`src/core/rvl_regs.vh`:
```
// Register map, field layout, reset values and timing for the ring
// validation qualifier. Definitions only; included by the qualifier core, not the divider.
`ifndef RVL_REGS_VH
`define RVL_REGS_VH

// Register indices; byte address is four times the index
`define RVL_IDX_CTRL_ONE 8'h16
`define RVL_IDX_CTRL_TWO 8'h17
`define RVL_IDX_CTRL_THREE 8'h18
`define RVL_IDX_IRQ_STATUS 8'h20
`define RVL_IDX_IRQ_MASK 8'h21
`define RVL_IDX_RING_STATE 8'h22

// Reset values
`define RVL_RST_CTRL_ONE 8'h00
`define RVL_RST_CTRL_TWO 8'h2D
`define RVL_RST_CTRL_THREE 8'h19
`define RVL_RST_IRQ_MASK 3'h0

// ctrl_one fields: delay low bits and maximum-time field
`define RVL_DLY_LO_MSB 7
`define RVL_DLY_LO_LSB 6
`define RVL_MAX_MSB 5
`define RVL_MAX_LSB 0
// ctrl_two fields
`define RVL_DLY_HI_BIT 7
`define RVL_TO_MSB 6
`define RVL_TO_LSB 3
`define RVL_CONF_MSB 2
`define RVL_CONF_LSB 0
// ctrl_three fields
`define RVL_ENA_BIT 7
`define RVL_RSVD_BIT 6
`define RVL_ASSERT_MSB 5
`define RVL_ASSERT_LSB 0

// Interrupt status bits
`define RVL_IRQ_VALID 0
`define RVL_IRQ_END 1
`define RVL_IRQ_INVALID 2

// Timing
`define RVL_CLK_MHZ 250
`define RVL_TICK_US 2000
`define RVL_TICK_MS 2
// Sized to the function inputs so nothing is cut silently
`define RVL_DLY_STEP_MS 10'h100
`define RVL_TO_STEP_MS 10'h080
`define RVL_CONF_T0_MS 11'h064
`define RVL_CONF_T1_MS 11'h096
`define RVL_CONF_T2_MS 11'h0C8
`define RVL_CONF_T3_MS 11'h100
`define RVL_CONF_T4_MS 11'h180
`define RVL_CONF_T5_MS 11'h200
`define RVL_CONF_T6_MS 11'h280
`define RVL_CONF_T7_MS 11'h400

`endif

```
`src/core/rvl_ring_qual.v`:
```
// Ring validation qualifier with Avalon-MM register slave and interrupt.
// Assumes crossing events arrive as one-cycle pulses synchronous to the
// clock; one clock, asynchronous active-high reset.
//
// The Avalon-MM interface to the registers was chosen for this implementation.
`timescale 1ns/1ns
`include "rvl_regs.vh"

module rvl_ring_qual #(
  parameter TICK_CYCLES = `RVL_TICK_US * `RVL_CLK_MHZ
) (
  input wire i_ref_clk,
  input wire i_sys_rst,
  input wire [7:0] i_avs_address,
  input wire i_avs_read,
  input wire i_avs_write,
  input wire [31:0] i_avs_writedata,
  output reg [31:0] o_avs_readdata,
  output reg o_avs_waitrequest,
  input wire i_ring_event,
  output reg o_ring_valid,
  output reg o_irq
);
  localparam ST_IDLE = 2'd0;
  localparam ST_QUAL = 2'd1;
  localparam ST_DELAY = 2'd2;
  localparam ST_VALID = 2'd3;

  reg [7:0] ctrl_one;
  reg [7:0] ctrl_two;
  reg [7:0] ctrl_three;
  reg [2:0] irq_status;
  reg [2:0] irq_mask;
  reg [1:0] state;
  reg [1:0] next_state;
  reg [5:0] assert_cnt;
  reg [9:0] since_evt;
  reg [9:0] phase_cnt;
  reg seen_evt;
  reg [2:0] next_status;
  reg ev_valid;
  reg ev_end;
  reg ev_invalid;
  reg freq_bad;
  wire tick;
  wire [2:0] dly_sel;
  wire [3:0] to_sel;
  wire [2:0] conf_sel;
  wire [5:0] max_lim;
  wire [5:0] assert_time;
  wire enable;
  wire [9:0] dly_ticks;
  wire [9:0] to_ticks;
  wire [9:0] conf_ticks;
  wire timed_out;
  wire bus_req;
  wire [7:0] idx;
  wire wr_done;
  wire rd_start;

  // Confirmation time in 2 ms steps for a code; halving is the tick
  function [9:0] conf_to_ticks;
    input [2:0] code;
    reg [10:0] ms;
    begin
      case (code)
        3'd0: ms = `RVL_CONF_T0_MS;
        3'd1: ms = `RVL_CONF_T1_MS;
        3'd2: ms = `RVL_CONF_T2_MS;
        3'd3: ms = `RVL_CONF_T3_MS;
        3'd4: ms = `RVL_CONF_T4_MS;
        3'd5: ms = `RVL_CONF_T5_MS;
        3'd6: ms = `RVL_CONF_T6_MS;
        default: ms = `RVL_CONF_T7_MS;
      endcase
      conf_to_ticks = ms[10:1];
    end
  endfunction

  // Code times a step in ms, expressed in 2 ms steps
  function [9:0] step_ticks;
    input [3:0] code;
    input [9:0] step_ms;
    reg [13:0] prod;
    begin
      prod = code * step_ms;
      step_ticks = prod[10:1];
    end
  endfunction

  rvl_tick_div #(
    .TICK_CYCLES(TICK_CYCLES)
  ) u_tick (
    .i_ref_clk(i_ref_clk),
    .i_sys_rst(i_sys_rst),
    .o_tick(tick)
  );

  assign dly_sel = {ctrl_two[`RVL_DLY_HI_BIT],
                    ctrl_one[`RVL_DLY_LO_MSB:`RVL_DLY_LO_LSB]};
  assign to_sel = ctrl_two[`RVL_TO_MSB:`RVL_TO_LSB];
  assign conf_sel = ctrl_two[`RVL_CONF_MSB:`RVL_CONF_LSB];
  assign max_lim = ctrl_one[`RVL_MAX_MSB:`RVL_MAX_LSB];
  assign assert_time = ctrl_three[`RVL_ASSERT_MSB:`RVL_ASSERT_LSB];
  assign enable = ctrl_three[`RVL_ENA_BIT];
  assign dly_ticks = step_ticks({1'b0, dly_sel}, `RVL_DLY_STEP_MS);
  assign to_ticks = step_ticks(to_sel, `RVL_TO_STEP_MS);
  assign conf_ticks = conf_to_ticks(conf_sel);
  // Code zero would end a ring at once; software must avoid it
  assign timed_out = (since_evt >= to_ticks);
  assign bus_req = i_avs_read | i_avs_write;
  assign idx = {2'b00, i_avs_address[7:2]};
  // Writes land where the master sees waitrequest low
  assign wr_done = i_avs_write && !o_avs_waitrequest;
  assign rd_start = i_avs_read && o_avs_waitrequest;

  // Frequency check on a crossing: too slow or too fast
  always @*
  begin
    freq_bad = 1'b0;
    if (seen_evt)
    begin
      if (assert_cnt == 6'h00)
        freq_bad = 1'b1;
      else if (assert_cnt > max_lim)
        freq_bad = 1'b1;
    end
  end

  // Ring sequence
  always @*
  begin
    next_state = state;
    ev_valid = 1'b0;
    ev_end = 1'b0;
    ev_invalid = 1'b0;
    if (!enable)
    begin
      // Bypass: any crossing indicates ring until the timeout
      if (i_ring_event)
        next_state = ST_VALID;
      else if (state != ST_IDLE && timed_out)
        next_state = ST_IDLE;
      else if (state != ST_IDLE)
        next_state = ST_VALID;
    end
    else
    begin
      case (state)
        ST_IDLE:
        begin
          if (i_ring_event)
            next_state = ST_QUAL;
        end
        ST_QUAL:
        begin
          if (i_ring_event && freq_bad)
            next_state = ST_IDLE;
          else if (timed_out)
            next_state = ST_IDLE;
          else if (tick && phase_cnt + 10'd1 >= conf_ticks)
            next_state = ST_DELAY;
        end
        ST_DELAY:
        begin
          if (i_ring_event && freq_bad)
            next_state = ST_IDLE;
          else if (timed_out)
            next_state = ST_IDLE;
          else if (phase_cnt >= dly_ticks)
            next_state = ST_VALID;
        end
        ST_VALID:
        begin
          // Frequency keeps being watched while the ring is shown
          if (i_ring_event && freq_bad)
            next_state = ST_IDLE;
          else if (timed_out)
            next_state = ST_IDLE;
        end
        default:
          next_state = ST_IDLE;
      endcase
    end
    if (next_state == ST_VALID && state != ST_VALID)
      ev_valid = 1'b1;
    if (state == ST_VALID && next_state == ST_IDLE)
      ev_end = 1'b1;
    if (enable && state != ST_IDLE && i_ring_event && freq_bad)
      ev_invalid = 1'b1;
  end

  always @(posedge i_ref_clk or posedge i_sys_rst)
  begin
    if (i_sys_rst)
    begin
      state <= ST_IDLE;
      phase_cnt <= 10'h000;
      seen_evt <= 1'b0;
      o_ring_valid <= 1'b0;
    end
    else
    begin
      state <= next_state;
      o_ring_valid <= (next_state == ST_VALID);
      // First crossing of a ring has nothing to compare against
      if (next_state == ST_IDLE)
        seen_evt <= 1'b0;
      else if (i_ring_event)
        seen_evt <= 1'b1;
      // Phase timer restarts on every change of state
      if (next_state != state)
        phase_cnt <= 10'h000;
      else if (tick && phase_cnt != 10'h3FF)
        phase_cnt <= phase_cnt + 10'h001;
    end
  end

  // Crossing timers run in every state, so a new ring starts with
  // a count that is already loaded
  always @(posedge i_ref_clk or posedge i_sys_rst)
  begin
    if (i_sys_rst)
    begin
      assert_cnt <= 6'h00;
      since_evt <= 10'h000;
    end
    else
    begin
      // Down-counter: reload per crossing, one step per tick
      if (i_ring_event)
        assert_cnt <= assert_time;
      else if (tick && assert_cnt != 6'h00)
        assert_cnt <= assert_cnt - 6'h01;
      // Saturating time since latest crossing
      if (i_ring_event)
        since_evt <= 10'h000;
      else if (tick && since_evt != 10'h3FF)
        since_evt <= since_evt + 10'h001;
    end
  end

  // Sticky status; a new event wins over a same-cycle clear
  always @*
  begin
    next_status = irq_status;
    if (wr_done && idx == `RVL_IDX_IRQ_STATUS)
      next_status = next_status & ~i_avs_writedata[2:0];
    if (ev_valid)
      next_status[`RVL_IRQ_VALID] = 1'b1;
    if (ev_end)
      next_status[`RVL_IRQ_END] = 1'b1;
    if (ev_invalid)
      next_status[`RVL_IRQ_INVALID] = 1'b1;
  end

  // Interrupt level is taken from next_status, so it changes on the same edge as the status
  always @(posedge i_ref_clk or posedge i_sys_rst)
  begin
    if (i_sys_rst)
    begin
      irq_status <= 3'h0;
      o_irq <= 1'b0;
    end
    else
    begin
      irq_status <= next_status;
      o_irq <= |(next_status & irq_mask);
    end
  end

  // Avalon handshake: one wait cycle, then the access completes
  always @(posedge i_ref_clk or posedge i_sys_rst)
  begin
    if (i_sys_rst)
    begin
      o_avs_waitrequest <= 1'b1;
      o_avs_readdata <= 32'h0000_0000;
    end
    else
    begin
      if (bus_req && o_avs_waitrequest)
        o_avs_waitrequest <= 1'b0;
      else
        o_avs_waitrequest <= 1'b1;
      // Loaded on the first edge so it stands when the master takes it
      if (rd_start)
      begin
        case (idx)
          `RVL_IDX_CTRL_ONE:
            o_avs_readdata <= {24'h000000, ctrl_one};
          `RVL_IDX_CTRL_TWO:
            o_avs_readdata <= {24'h000000, ctrl_two};
          `RVL_IDX_CTRL_THREE:
            o_avs_readdata <= {24'h000000, ctrl_three};
          `RVL_IDX_IRQ_STATUS:
            o_avs_readdata <= {29'h00000000, irq_status};
          `RVL_IDX_IRQ_MASK:
            o_avs_readdata <= {29'h00000000, irq_mask};
          `RVL_IDX_RING_STATE:
            o_avs_readdata <= {24'h000000, o_ring_valid, 5'h00, state};
          default:
            o_avs_readdata <= 32'h0000_0000;
        endcase
      end
    end
  end

  // Control writes take effect only on the completing edge
  always @(posedge i_ref_clk or posedge i_sys_rst)
  begin
    if (i_sys_rst)
    begin
      ctrl_one <= `RVL_RST_CTRL_ONE;
      ctrl_two <= `RVL_RST_CTRL_TWO;
      ctrl_three <= `RVL_RST_CTRL_THREE;
      irq_mask <= `RVL_RST_IRQ_MASK;
    end
    else if (wr_done)
    begin
      case (idx)
        `RVL_IDX_CTRL_ONE:
          ctrl_one <= i_avs_writedata[7:0];
        `RVL_IDX_CTRL_TWO:
          ctrl_two <= i_avs_writedata[7:0];
        `RVL_IDX_CTRL_THREE:
          // Reserved bit kept at zero whatever is written
          ctrl_three <= i_avs_writedata[7:0] &
                        ~(8'h01 << `RVL_RSVD_BIT);
        `RVL_IDX_IRQ_MASK:
          irq_mask <= i_avs_writedata[2:0];
        default:
          ctrl_one <= ctrl_one;
      endcase
    end
  end
endmodule // rvl_ring_qual

```
`src/core/rvl_tick_div.v`:
```
// Fixed divider making the nominal 2 ms step enable for all timers.
// Assumes one free-running clock and an asynchronous active-high reset.
`timescale 1ns/1ns
module rvl_tick_div #(
  parameter TICK_CYCLES = 500000
) (
  input wire i_ref_clk,
  input wire i_sys_rst,
  output reg o_tick
);
  reg [31:0] count;

  always @(posedge i_ref_clk or posedge i_sys_rst)
  begin
    if (i_sys_rst)
    begin
      count <= 32'h0000_0000;
      o_tick <= 1'b0;
    end
    else if (count >= TICK_CYCLES - 1)
    begin
      count <= 32'h0000_0000;
      o_tick <= 1'b1;
    end
    else
    begin
      count <= count + 32'h0000_0001;
      o_tick <= 1'b0;
    end
  end
endmodule // rvl_tick_div

```
`config.mk`:
```
export PLATFORM = sky130hd
export DESIGN_NAME = rvl_ring_qual
export DESIGN_NICKNAME = d
export VERILOG_FILES = /design/src/core/rvl_ring_qual.v /design/src/core/rvl_tick_div.v
export VERILOG_INCLUDE_DIRS = /design/src /design/src/core
export SDC_FILE = /design/constraint.sdc
export NUM_CORES = 1
export LEC_CHECK = 0
export ABC_CLOCK_PERIOD_IN_PS = 3520
export BUFFER_PORTS_ARGS = -buffer_cell sky130_fd_sc_hd__buf_2
export CAP_MARGIN = 10
export CORE_UTILIZATION = 45
export CTS_CLUSTER_DIAMETER = 50
export DETAILED_ROUTE_END_ITERATION = 16
export PLACE_DENSITY = 0.65
export SYNTH_ARGS = -nofsm -noshare
export SYNTH_HDL_FRONTEND = slang
export SYNTH_SLANG_ARGS = --single-unit
```
`constraint.sdc`:
```
create_clock -name i_ref_clk -period 3.52 [get_ports i_ref_clk]
set_clock_uncertainty 0.05 [all_clocks]
set_input_delay 0.176 -clock i_ref_clk [delete_from_list [all_inputs] [get_ports i_ref_clk]]
set_output_delay 0.176 -clock i_ref_clk [all_outputs]
set_load 0.1 [all_outputs]
```
==> results.json, run 1 <==
{
  "outcome": "finished, final reports clean",
  "synth-simple-area-share": 0.173,
  "drc": 0,
  "numCtsBuffers": 9,
  "arrival_ns": 3.49,
  "n_fill_cell": 1115,
  "setup_viol": 0,
  "end_kind": "flip-flop",
  "hold_path_class": "in -> reg",
  "yosys-mux-area-fraction": 0.0639,
  "syn_area_um2": 5700,
  "grt_pass1_vias": 4042,
  "routed_via_density": 5.23,
  "worstPathRequired_ns": 3.74,
  "wl_mm": 11.1,
  "use_met3": 0.0413,
  "ir_worst_vdd_v": 0.000241,
  "timing.setup.tns_ns": 0,
  "grt_first_pass_wirelength_mm": 18.5,
  "switchingPower_mw": 1.06,
  "synthCells": 571,
  "grt_max_degree": 49,
  "critPathKind": "reg -> reg",
  "yosysWarnings": 0,
  "overflow": 0,
  "clkSlewWorstSetupHoldPaths_ns": 0.08,
  "synth_top_family_by_area": "simple AND/OR/NAND/NOR gates",
  "drive_gt1_frac": 0.163,
  "place_congestion": 0.809,
  "p_per_area_nw_per_um2": 496,
  "hold_slack_ns": 0.0289,
  "drtIter0Drc": 170,
  "p_comb_frac": 0.248,
  "clk_latency_ns": 0.36,
  "placed_area_um2": 5930,
  "r2r_slack_ns": 0.25,
  "synth_compound_area_frac": 0.111,
  "timing.final.crit_share": 0.929,
  "multiInputGateArea_um2": 2870,
  "first_pass_iters": 4,
  "register_area_um2": 2560,
  "synth-async-reset-ratio": 1.00,
  "netlist.area_leader.share": 0.413,
  "synth_fa_ha_area_frac": 0.0658,
  "finalMaxSlewViolations": 0,
  "hold_viol_final": 0,
  "yosys_register_bits": 102,
  "final_antenna_net_count": 0,
  "clockPowerShare": 0.314,
  "yosysTopAreaCell": "dfrtp_1",
  "antenna_found_initial": 1,
  "dp_hpwl_mm": 8.24,
  "core_area_um2": 12200,
  "clock_sinks": 102,
  "h-tree-depth": 3,
  "worstMarginPinSlew_ns": 0.768,
  "swShare": 0.341,
  "grt_usage": 0.181,
  "synth_edf_count": 0,
  "synth-xor-area-share": 0.0645,
  "synthTopCellsByArea": "dfrtp_1 (41%), ha_1 (6.6%), mux2_2 (5.3%)",
  "ys.flop_type": "dfrtp_1",
  "leakagePower_nw": 2.90,
  "cts_tree": "done",
  "dieArea_um2": 13100,
  "yosysSeqAreaShare": 0.450,
  "wl_per_cell_um": 14.3,
  "top_usage_layer": "met2",
  "seq_power_share": 0.439,
  "rows": 40,
  "relSlewSlack": 0.485,
  "route.vias.total": 4087,
  "use_met2": 0.307,
  "cts-root-buf": "clkbuf_16",
  "fin_nets": 683,
  "avgSynthCellArea_um2": 9.98,
  "synth.most_common_cell": "dfrtp_1",
  "cp-start-kind": "flip-flop",
  "path_max_fanout": 10,
  "max_freq_ghz": 0.306,
  "finish.instance_area_um2": 6260,
  "use_met1": 0.220,
  "die_height_um": 115,
  "synthTopCellsByCount": "dfrtp_1 (94), nand2_1 (57), nor2_1 (53)",
  "io_buffers": 29,
  "p_int_mw": 2.05,
  "io_pins": 80,
  "dieWidth_um": 115,
  "area_delta_synth_final_pct": 9.88,
  "max_cap_viol_count": 0,
  "fin_crit_ns": 3.27,
  "cts.path.max_buffers": 2,
  "initial_core_util": 0.469,
  "ys_types": 69
}
[placed cells by master (no fill, tap or decap), types with 8 or more instances in the layout]
| master | synthesis | layout |
|---|---|---|
| xor2_1 | 25 | 25 |
| nor2_1 | 53 | 53 |
| conb_1 | 1 | 37 |
| clkbuf_16 | 0 | 9 |
| a21oi_1 | 16 | 16 |
| dfstp_2 | 8 | 8 |
| nand3_1 | 17 | 17 |
| and3_1 | 10 | 10 |
| dfrtp_1 | 94 | 94 |
| mux2_2 | 27 | 27 |
| inv_1 | 31 | 30 |
| buf_2 | 1 | 29 |
| o21ai_0 | 24 | 24 |
| ha_1 | 30 | 30 |
| nor3_1 | 15 | 15 |
| nand2_1 | 57 | 57 |
| xnor2_1 | 17 | 17 |
| nand4_1 | 12 | 12 |
[timing repair]
item                                    in CTS  in global routing
setup buffers                                0                  0
gates resized for setup                      0                  1
endpoints found under the setup margin       0                  5
hold endpoints to repair                    47                  0
hold buffers                                 3                  0
[per-layer routing]
metal,wire length [µm],up-vias
li1,-,2000
met1,5000,1988
met2,5430,74
met3,429,25
met4,282,0
met5,0,-
[worst paths after layout]
| path | from | endpoint | depth (start not counted) |
|---|---|---|---|
| setup / recovery | phase_cnt[0] | phase_cnt[7] | 12 |
| hold / removal | i_avs_writedata[6] | ctrl_two[6] | 2 |
| setup reg to reg | phase_cnt[0] | phase_cnt[7] | 12 |
| hold reg to reg | o_avs_readdata[5] | o_avs_readdata[5] | 2 |
| max in group asynchronous | i_sys_rst | ctrl_two[0] | 4 |
| min in group asynchronous | i_sys_rst | u_tick.count[19] | 3 |
[kinds of logic (layout without fill, tap and decap cells)]
kind of cell,Yosys count,count (layout)
muxes,33,33
other,1,38
DFF,102,102
adders and majority gates,30,30
buffers and inverters,77,83
AOI/OAI and AO/OA,88,88
and+or+nand+nor,198,198
xor gates and xnor gates,42,42
[sequential cells by signal, indices dropped and copies added, names as in the netlist, 2 cells and up]
name            count
u_tick.count       32
since_evt          10
state               2
irq_mask            3
phase_cnt          10
ctrl_one            8
o_avs_readdata      8
ctrl_three          7
ctrl_two            8
assert_cnt          6
irq_status          3
[stage by stage]
stage | util | setup WS [ns] | std cells | power, mW
after floorplan | - | 0.553 | 607 | 2.02
after global placement | 0.487 | 0.281 | 762 | 2.12
after detailed placement | 0.487 | 0.188 | 762 | 2.14
after CTS | 0.514 | 0.183 | 781 | 3.13
after global routing | 0.515 | -0.0000875 | 781 | 3.28
final | 0.515 | 0.250 | 782 | 3.10
[power groups by stage]
stage | Combinational [mW] | Sequential [mW] | Clock [mW]
3_5_place_dp | 0.763 | 1.38 | 0
5_1_grt | 0.862 | 1.37 | 1.05
6_report | 0.769 | 1.36 | 0.973
2_1_floorplan | 0.621 | 1.40 | 0
4_1_cts | 0.770 | 1.36 | 1.00
3_3_place_gp | 0.741 | 1.38 | 0
[critical path: stages (launching register included)]
cell and delay [ns]:
dfrtp_1 0.44, ha_1 0.30, and3_1 0.25, and3_1 0.21, xor2_1 0.14, ha_1 0.27, and4_1 0.20, o311a_1 0.16
a31oi_1 0.06, a211o_1 0.35, a31oi_2 0.28, o221ai_4 0.23, nor3_1 0.24
[cell type report]
type / count / area share
clock inverters: 6 / 0.00839
well taps: 168 / 0.0336
inverters: 31 / 0.0190
multi-input cells: 428 / 0.459
diodes: 1 / 0.000400
flip-flops and latches: 102 / 0.409
clock buffers: 10 / 0.0382
repair buffers: 36 / 0.0328
No activity file was read; power rests on OpenSTA's default activity.
==> run 2: changes to the inputs <==
ABC_CLOCK_PERIOD_IN_PS = 3200   (was 3520)
clock period = 3.2 ns   (was 3.52 ns; I/O delays follow)
==> run 2 against run 1 <==
  * Global-route usage about the same
  * Clock-buffer cell count unchanged
  * Combinational power up 17%
  * Via count down 0.42%
  * Final cell count up 0.77%
  * Setup slack worse by 0.12 ns
  * Maximum frequency up 6.7%
  * Worst hold slack worse by 0.011 ns
  * Core utilization up 1.2 points
  * Clock power up 13%
  * Die area unchanged
  * Non-clock buffer count up 6
  * Largest power group unchanged
==> results.json, run 2 (same netlist as run 1, synthesis figures left out) <==
{
  "reg2reg_to": "irq_status[0]",
  "relSlewSlack": 0.490,
  "clock_sinks": 102,
  "timing.final.crit_share": 0.958,
  "min_from": "i_avs_writedata[6]",
  "dieWidth_um": 115,
  "place_congestion": 0.802,
  "dp_hpwl_mm": 8.17,
  "path_max_fanout": 4,
  "critPathKind": "reg -> reg",
  "rows": 40,
  "clkSlewWorstSetupHoldPaths_ns": 0.07,
  "wl_per_cell_um": 14.2,
  "outcome": "finished, final reports clean",
  "grt_pass1_vias": 3872,
  "cts_tree": "done",
  "grt_max_degree": 46,
  "finalMaxSlewViolations": 0,
  "overflow": 0,
  "cp_cell_sequence": "ha_1, and3_1, and3_1, xor2_1, ha_1, and4_1, o311a_1, a31oi_2, a211o_1, a31oi_4, nor2_1, a32o_1",
  "ir_worst_vdd_v": 0.000472,
  "crit_path_max_incr_delay_ns": 0.40,
  "worstPathRequired_ns": 3.39,
  "n_antenna_cell": 0,
  "leakagePower_nw": 2.94,
  "numCtsBuffers": 9,
  "antenna_found_initial": 0,
  "hold_slack_ns": 0.0174,
  "end_kind": "flip-flop",
  "initial_core_util": 0.469,
  "max_flop_register": "u_tick.count",
  "rsz0062_at_grt": "yes",
  "reg_top3": "u_tick.count x32, phase_cnt x10, since_evt x10",
  "grt_first_pass_wirelength_mm": 18.4,
  "route.vias.total": 4070,
  "grt_usage": 0.181,
  "final_cell_mix": "dfrtp_1 (94), nand2_1 (57), nor2_1 (52), conb_1 (37)",
  "cts-root-buf": "clkbuf_16",
  "drc": 0,
  "h-tree-depth": 3,
  "finalCoreUtilization": 0.527,
  "slowest_stage": "dfrtp_1",
  "routed_via_density": 5.16,
  "cts.path.max_buffers": 2,
  "min_path_cells": 2,
  "reg2reg_from": "phase_cnt[1]",
  "final_antenna_net_count": 0,
  "drtIter0Drc": 195,
  "timing.setup.tns_ns": 0,
  "io_pins": 80,
  "dieArea_um2": 13100,
  "max_cap_viol_count": 0,
  "largest_register_ffs": 32,
  "post_cts_buffers": 0,
  "core_area_um2": 12200,
  "ff2ff_path_depth": 12,
  "die_height_um": 115,
  "hold_path_class": "in -> reg",
  "p_per_area_nw_per_um2": 546,
  "worstMarginPinSlew_ns": 0.761,
  "setup_viol": 0,
  "fin_nets": 690,
  "hold_viol_final": 0,
  "arrival_ns": 3.26,
  "first_pass_iters": 4,
  "io_buffers": 29,
  "r2r_slack_ns": 0.13,
  "p_total_mw": 3.50,
  "area_delta_synth_final_pct": 12.4,
  "wl_mm": 11.2,
  "min_to": "ctrl_one[6]",
  "fin_crit_ns": 3.07,
  "drive_gt1_frac": 0.181,
  "max_freq_ghz": 0.326,
  "clk_latency_ns": 0.36,
  "cp-start-kind": "flip-flop",
  "layout_commonest_cell": "dfrtp_1"
}
## run 2: changes by cell type in the layout (fill, tap and decap cells not counted), moves of 3 or more
cell	change
nor3_1	-6
nor3_2	+6
dlygate4sd3_1	+3
buf_4	+3
## run 2: timing repair
item	in CTS	in global routing
hold endpoints to repair	52	0
setup endpoints to repair	0	10
gates resized for setup	0	14
hold buffers	6	0
## run 2: worst max-delay path by stage
stage / startpoint / end / slack [ns] / cells past startpoint
floorplan: phase_cnt[4] / phase_cnt[0] / 0.23 / 13
global placement: phase_cnt[1] / phase_cnt[6] / 0.09 / 12
detailed placement: phase_cnt[1] / phase_cnt[7] / 0.03 / 12
CTS: phase_cnt[1] / phase_cnt[3] / 0.01 / 12
global route: phase_cnt[0] / phase_cnt[3] / -0.007 / 12
finish: phase_cnt[1] / irq_status[0] / 0.13 / 12
## run 2: power by group
part	switching (mW)	internal, mW
registers	0.0997	1.39
logic	0.583	0.321
clock network	0.490	0.610
## run 2: routing by layer
metal | wire (µm) | up-vias | part of all wire | track usage
met4 | 127 | 0 | 0.011 | 0.0537
met1 | 5070 | 1960 | 0.45 | 0.223
li1 | - | 2023 | - | -
met2 | 5450 | 72 | 0.49 | 0.304
met5 | 0 | - | 0 | 0
met3 | 508 | 15 | 0.046 | 0.0588
## run 2: final cells by class
| type | instances | area (µm²) |
|---|---|---|
| well taps | 168 | 210 |
| multi-input cells | 429 | 2960 |
| inverters | 31 | 119 |
| repair buffers | 42 | 258 |
| clock inverters | 6 | 70.1 |
| clock buffers | 10 | 229 |
| flip-flops and latches | 102 | 2560 |
| fillers | 1102 | 5760 |
## run 2: through the flow
stage | instances | cell area, µm² | worst slack [ns]
2_1_floorplan | 607 | 5840 | 0.233
3_3_place_gp | 765 | 5950 | 0.0918
3_5_place_dp | 765 | 5950 | 0.0260
4_1_cts | 787 | 6310 | 0.0122
5_1_grt | 788 | 6410 | -0.00670
6_report | 788 | 6410 | 0.134
## run 2: worst max-delay path: cells and delay by family (launching register included)
kind / cells / cell delay, ns
compound gates: 5 / 1.06
xor+xnor: 1 / 0.15
fa+ha+maj: 2 / 0.49
flops: 1 / 0.40
simple gates: 4 / 0.80
==> run 3: changes to the inputs <==
==> constraint.sdc (replaced) <==
create_clock -name i_ref_clk -period 3.2 [get_ports i_ref_clk]
set_clock_uncertainty 0.05 [all_clocks]
set_input_delay 0.96 -clock i_ref_clk [delete_from_list [all_inputs] [get_ports i_ref_clk]]
set_output_delay 0.96 -clock i_ref_clk [all_outputs]
set_load 0.1 [all_outputs]
==> run 3 against run 2 <==
  * Final cell count is 0.25% lower
  * Critical path type unchanged
  * Maximum frequency is 1.2% lower
  * Global-route usage is 0.065 points higher
  * Non-clock buffer count is 3 lower
==> results.json, run 3 (same netlist as run 1, synthesis figures left out) <==
{
  "grt_first_pass_wirelength_mm": 18.7,
  "largest_register_ffs": 32,
  "routed_via_density": 5.24,
  "wl_per_cell_um": 14.5,
  "finalCoreUtilization": 0.524,
  "hold_viol_final": 0,
  "n_fill_cell": 1131,
  "crit_path_max_incr_delay_ns": 0.40,
  "cts.path.max_buffers": 2,
  "grt_max_degree": 58,
  "cp-start-kind": "flip-flop",
  "worstPathRequired_ns": 3.38,
  "cts-root-buf": "clkbuf_16",
  "path_max_fanout": 4,
  "max_flop_register": "u_tick.count",
  "use_met3": 0.0402,
  "grt_usage": 0.182,
  "timing.setup.tns_ns": 0,
  "dieArea_um2": 13100,
  "reg2reg_to": "irq_status[0]",
  "leakagePower_nw": 2.93,
  "drc": 0,
  "layout_commonest_cell": "dfrtp_1",
  "relSlewSlack": 0.472,
  "fin_crit_ns": 3.10,
  "clockPowerShare": 0.302,
  "p_per_area_nw_per_um2": 537,
  "cp.buffers_inverters": 0,
  "core_area_um2": 12200,
  "ff2ff_path_depth": 12,
  "die_height_um": 115,
  "min_to": "o_avs_readdata[0]",
  "use_met1": 0.221,
  "top_usage_layer": "met2",
  "cp_top_family": "compound AO/OA/AOI/OAI gates",
  "wl_mm": 11.4,
  "cts_tree": "done",
  "slowest_stage": "dfrtp_1",
  "p_comb_frac": 0.261,
  "reg_top3": "u_tick.count x32, phase_cnt x10, since_evt x10",
  "switchingPower_mw": 1.14,
  "antenna_found_initial": 1,
  "drive_gt1_frac": 0.190,
  "use_met2": 0.325,
  "end_kind": "flip-flop",
  "critPathKind": "reg -> reg",
  "path_depth": 12,
  "clock_sinks": 102,
  "io_pins": 80,
  "setup_viol": 0,
  "hold_path_class": "reg -> reg",
  "max_freq_ghz": 0.322,
  "worstMarginPinSlew_ns": 0.788,
  "swShare": 0.333,
  "route.vias.total": 4118,
  "clk_latency_ns": 0.34,
  "max_cap_viol_count": 0,
  "cpMostUsedCell": "and3_1",
  "finalMaxSlewViolations": 0,
  "h-tree-depth": 3,
  "initial_core_util": 0.469,
  "post_cts_buffers": 0,
  "dieWidth_um": 115,
  "p_int_mw": 2.29,
  "grt_pass1_vias": 4021,
  "io_buffers": 29,
  "outcome": "finished, final reports clean",
  "p_total_mw": 3.42,
  "dp_hpwl_mm": 8.18,
  "cp_cell_sequence": "ha_2, and3_1, and3_1, xor2_1, ha_1, and4_1, o311a_1, a31oi_1, a211o_1, a31oi_4, nor2_1, a32o_1",
  "rows": 40,
  "area_delta_synth_final_pct": 11.8,
  "min_path_cells": 2,
  "fin_nets": 687,
  "numCtsBuffers": 9,
  "seq_power_share": 0.438,
  "clkSlewWorstSetupHoldPaths_ns": 0.07,
  "final_antenna_net_count": 0,
  "r2r_slack_ns": 0.1,
  "overflow": 0,
  "ir_worst_vdd_v": 0.000263,
  "drtIter0Drc": 217,
  "reg2reg_from": "phase_cnt[1]",
  "first_pass_iters": 4,
  "hold_slack_ns": 0.422,
  "timing.final.crit_share": 0.970,
  "holdBufCountCts": 0,
  "place_congestion": 0.834,
  "final_cell_mix": "dfrtp_1 (92), nand2_1 (57), nor2_1 (52), conb_1 (37), inv_1 (30)",
  "arrival_ns": 3.28,
  "min_from": "o_avs_readdata[0]"
}
[run 3: what timing repair did]
item | CTS | global route
resized for setup | 1 | 15
gates cloned | 0 | 1
endpoints found under the setup margin | 10 | 12
pin swaps | 0 | 7
[run 3: layer usage]
layer	routed length (µm)	vias to the layer above	share of wire
met5	0	-	0
met4	145	0	0.013
met3	452	15	0.040
met2	5670	90	0.50
met1	5130	1999	0.45
li1	-	2014	-
[run 3: metrics by stage]
stage	cell area (µm²)	setup slack [ns]	cells
2_1_floorplan	5840	0.233	607
3_3_place_gp	5990	0.0507	768
3_5_place_dp	5990	-0.0352	768
4_1_cts	6290	0.0159	784
5_1_grt	6370	-0.0152	785
6_report	6370	0.0968	786
[run 3: how the worst max path moves through the flow]
stage	start	to
after floorplan	phase_cnt[4]	phase_cnt[0]
after global placement	phase_cnt[0]	phase_cnt[6]
after detailed placement	phase_cnt[0]	phase_cnt[5]
final	phase_cnt[1]	irq_status[0]
after global routing	phase_cnt[1]	phase_cnt[7]
after CTS	phase_cnt[0]	phase_cnt[5]
[run 3: layout make-up]
type	count	area, µm²	area share
antenna	1	2.50	0.000393
timing repair buffer	39	233	0.0365
multi-input combinational	429	2950	0.464
clock inverter	4	31.3	0.00491
clock buffer	12	256	0.0403
inverter	31	120	0.0188
tap	168	210	0.0330
sequential	102	2560	0.403
[run 3: tightest hold or removal path, delay by kind of cell (launching register included)]
kind | cells | cell delay, ns
AO/OA/AOI/OAI | 1 | 0.06
flip-flops | 1 | 0.34
AND/OR/NAND/NOR | 1 | 0.04
[run 3: power groups by stage]
stage	clock (mW)	sequential (mW)	combinational [mW]
floorplan	0	1.54	0.683
global placement	0	1.51	0.831
detailed placement	0	1.52	0.852
CTS	1.07	1.50	0.860
global route	1.12	1.51	0.993
finish	1.03	1.50	0.893
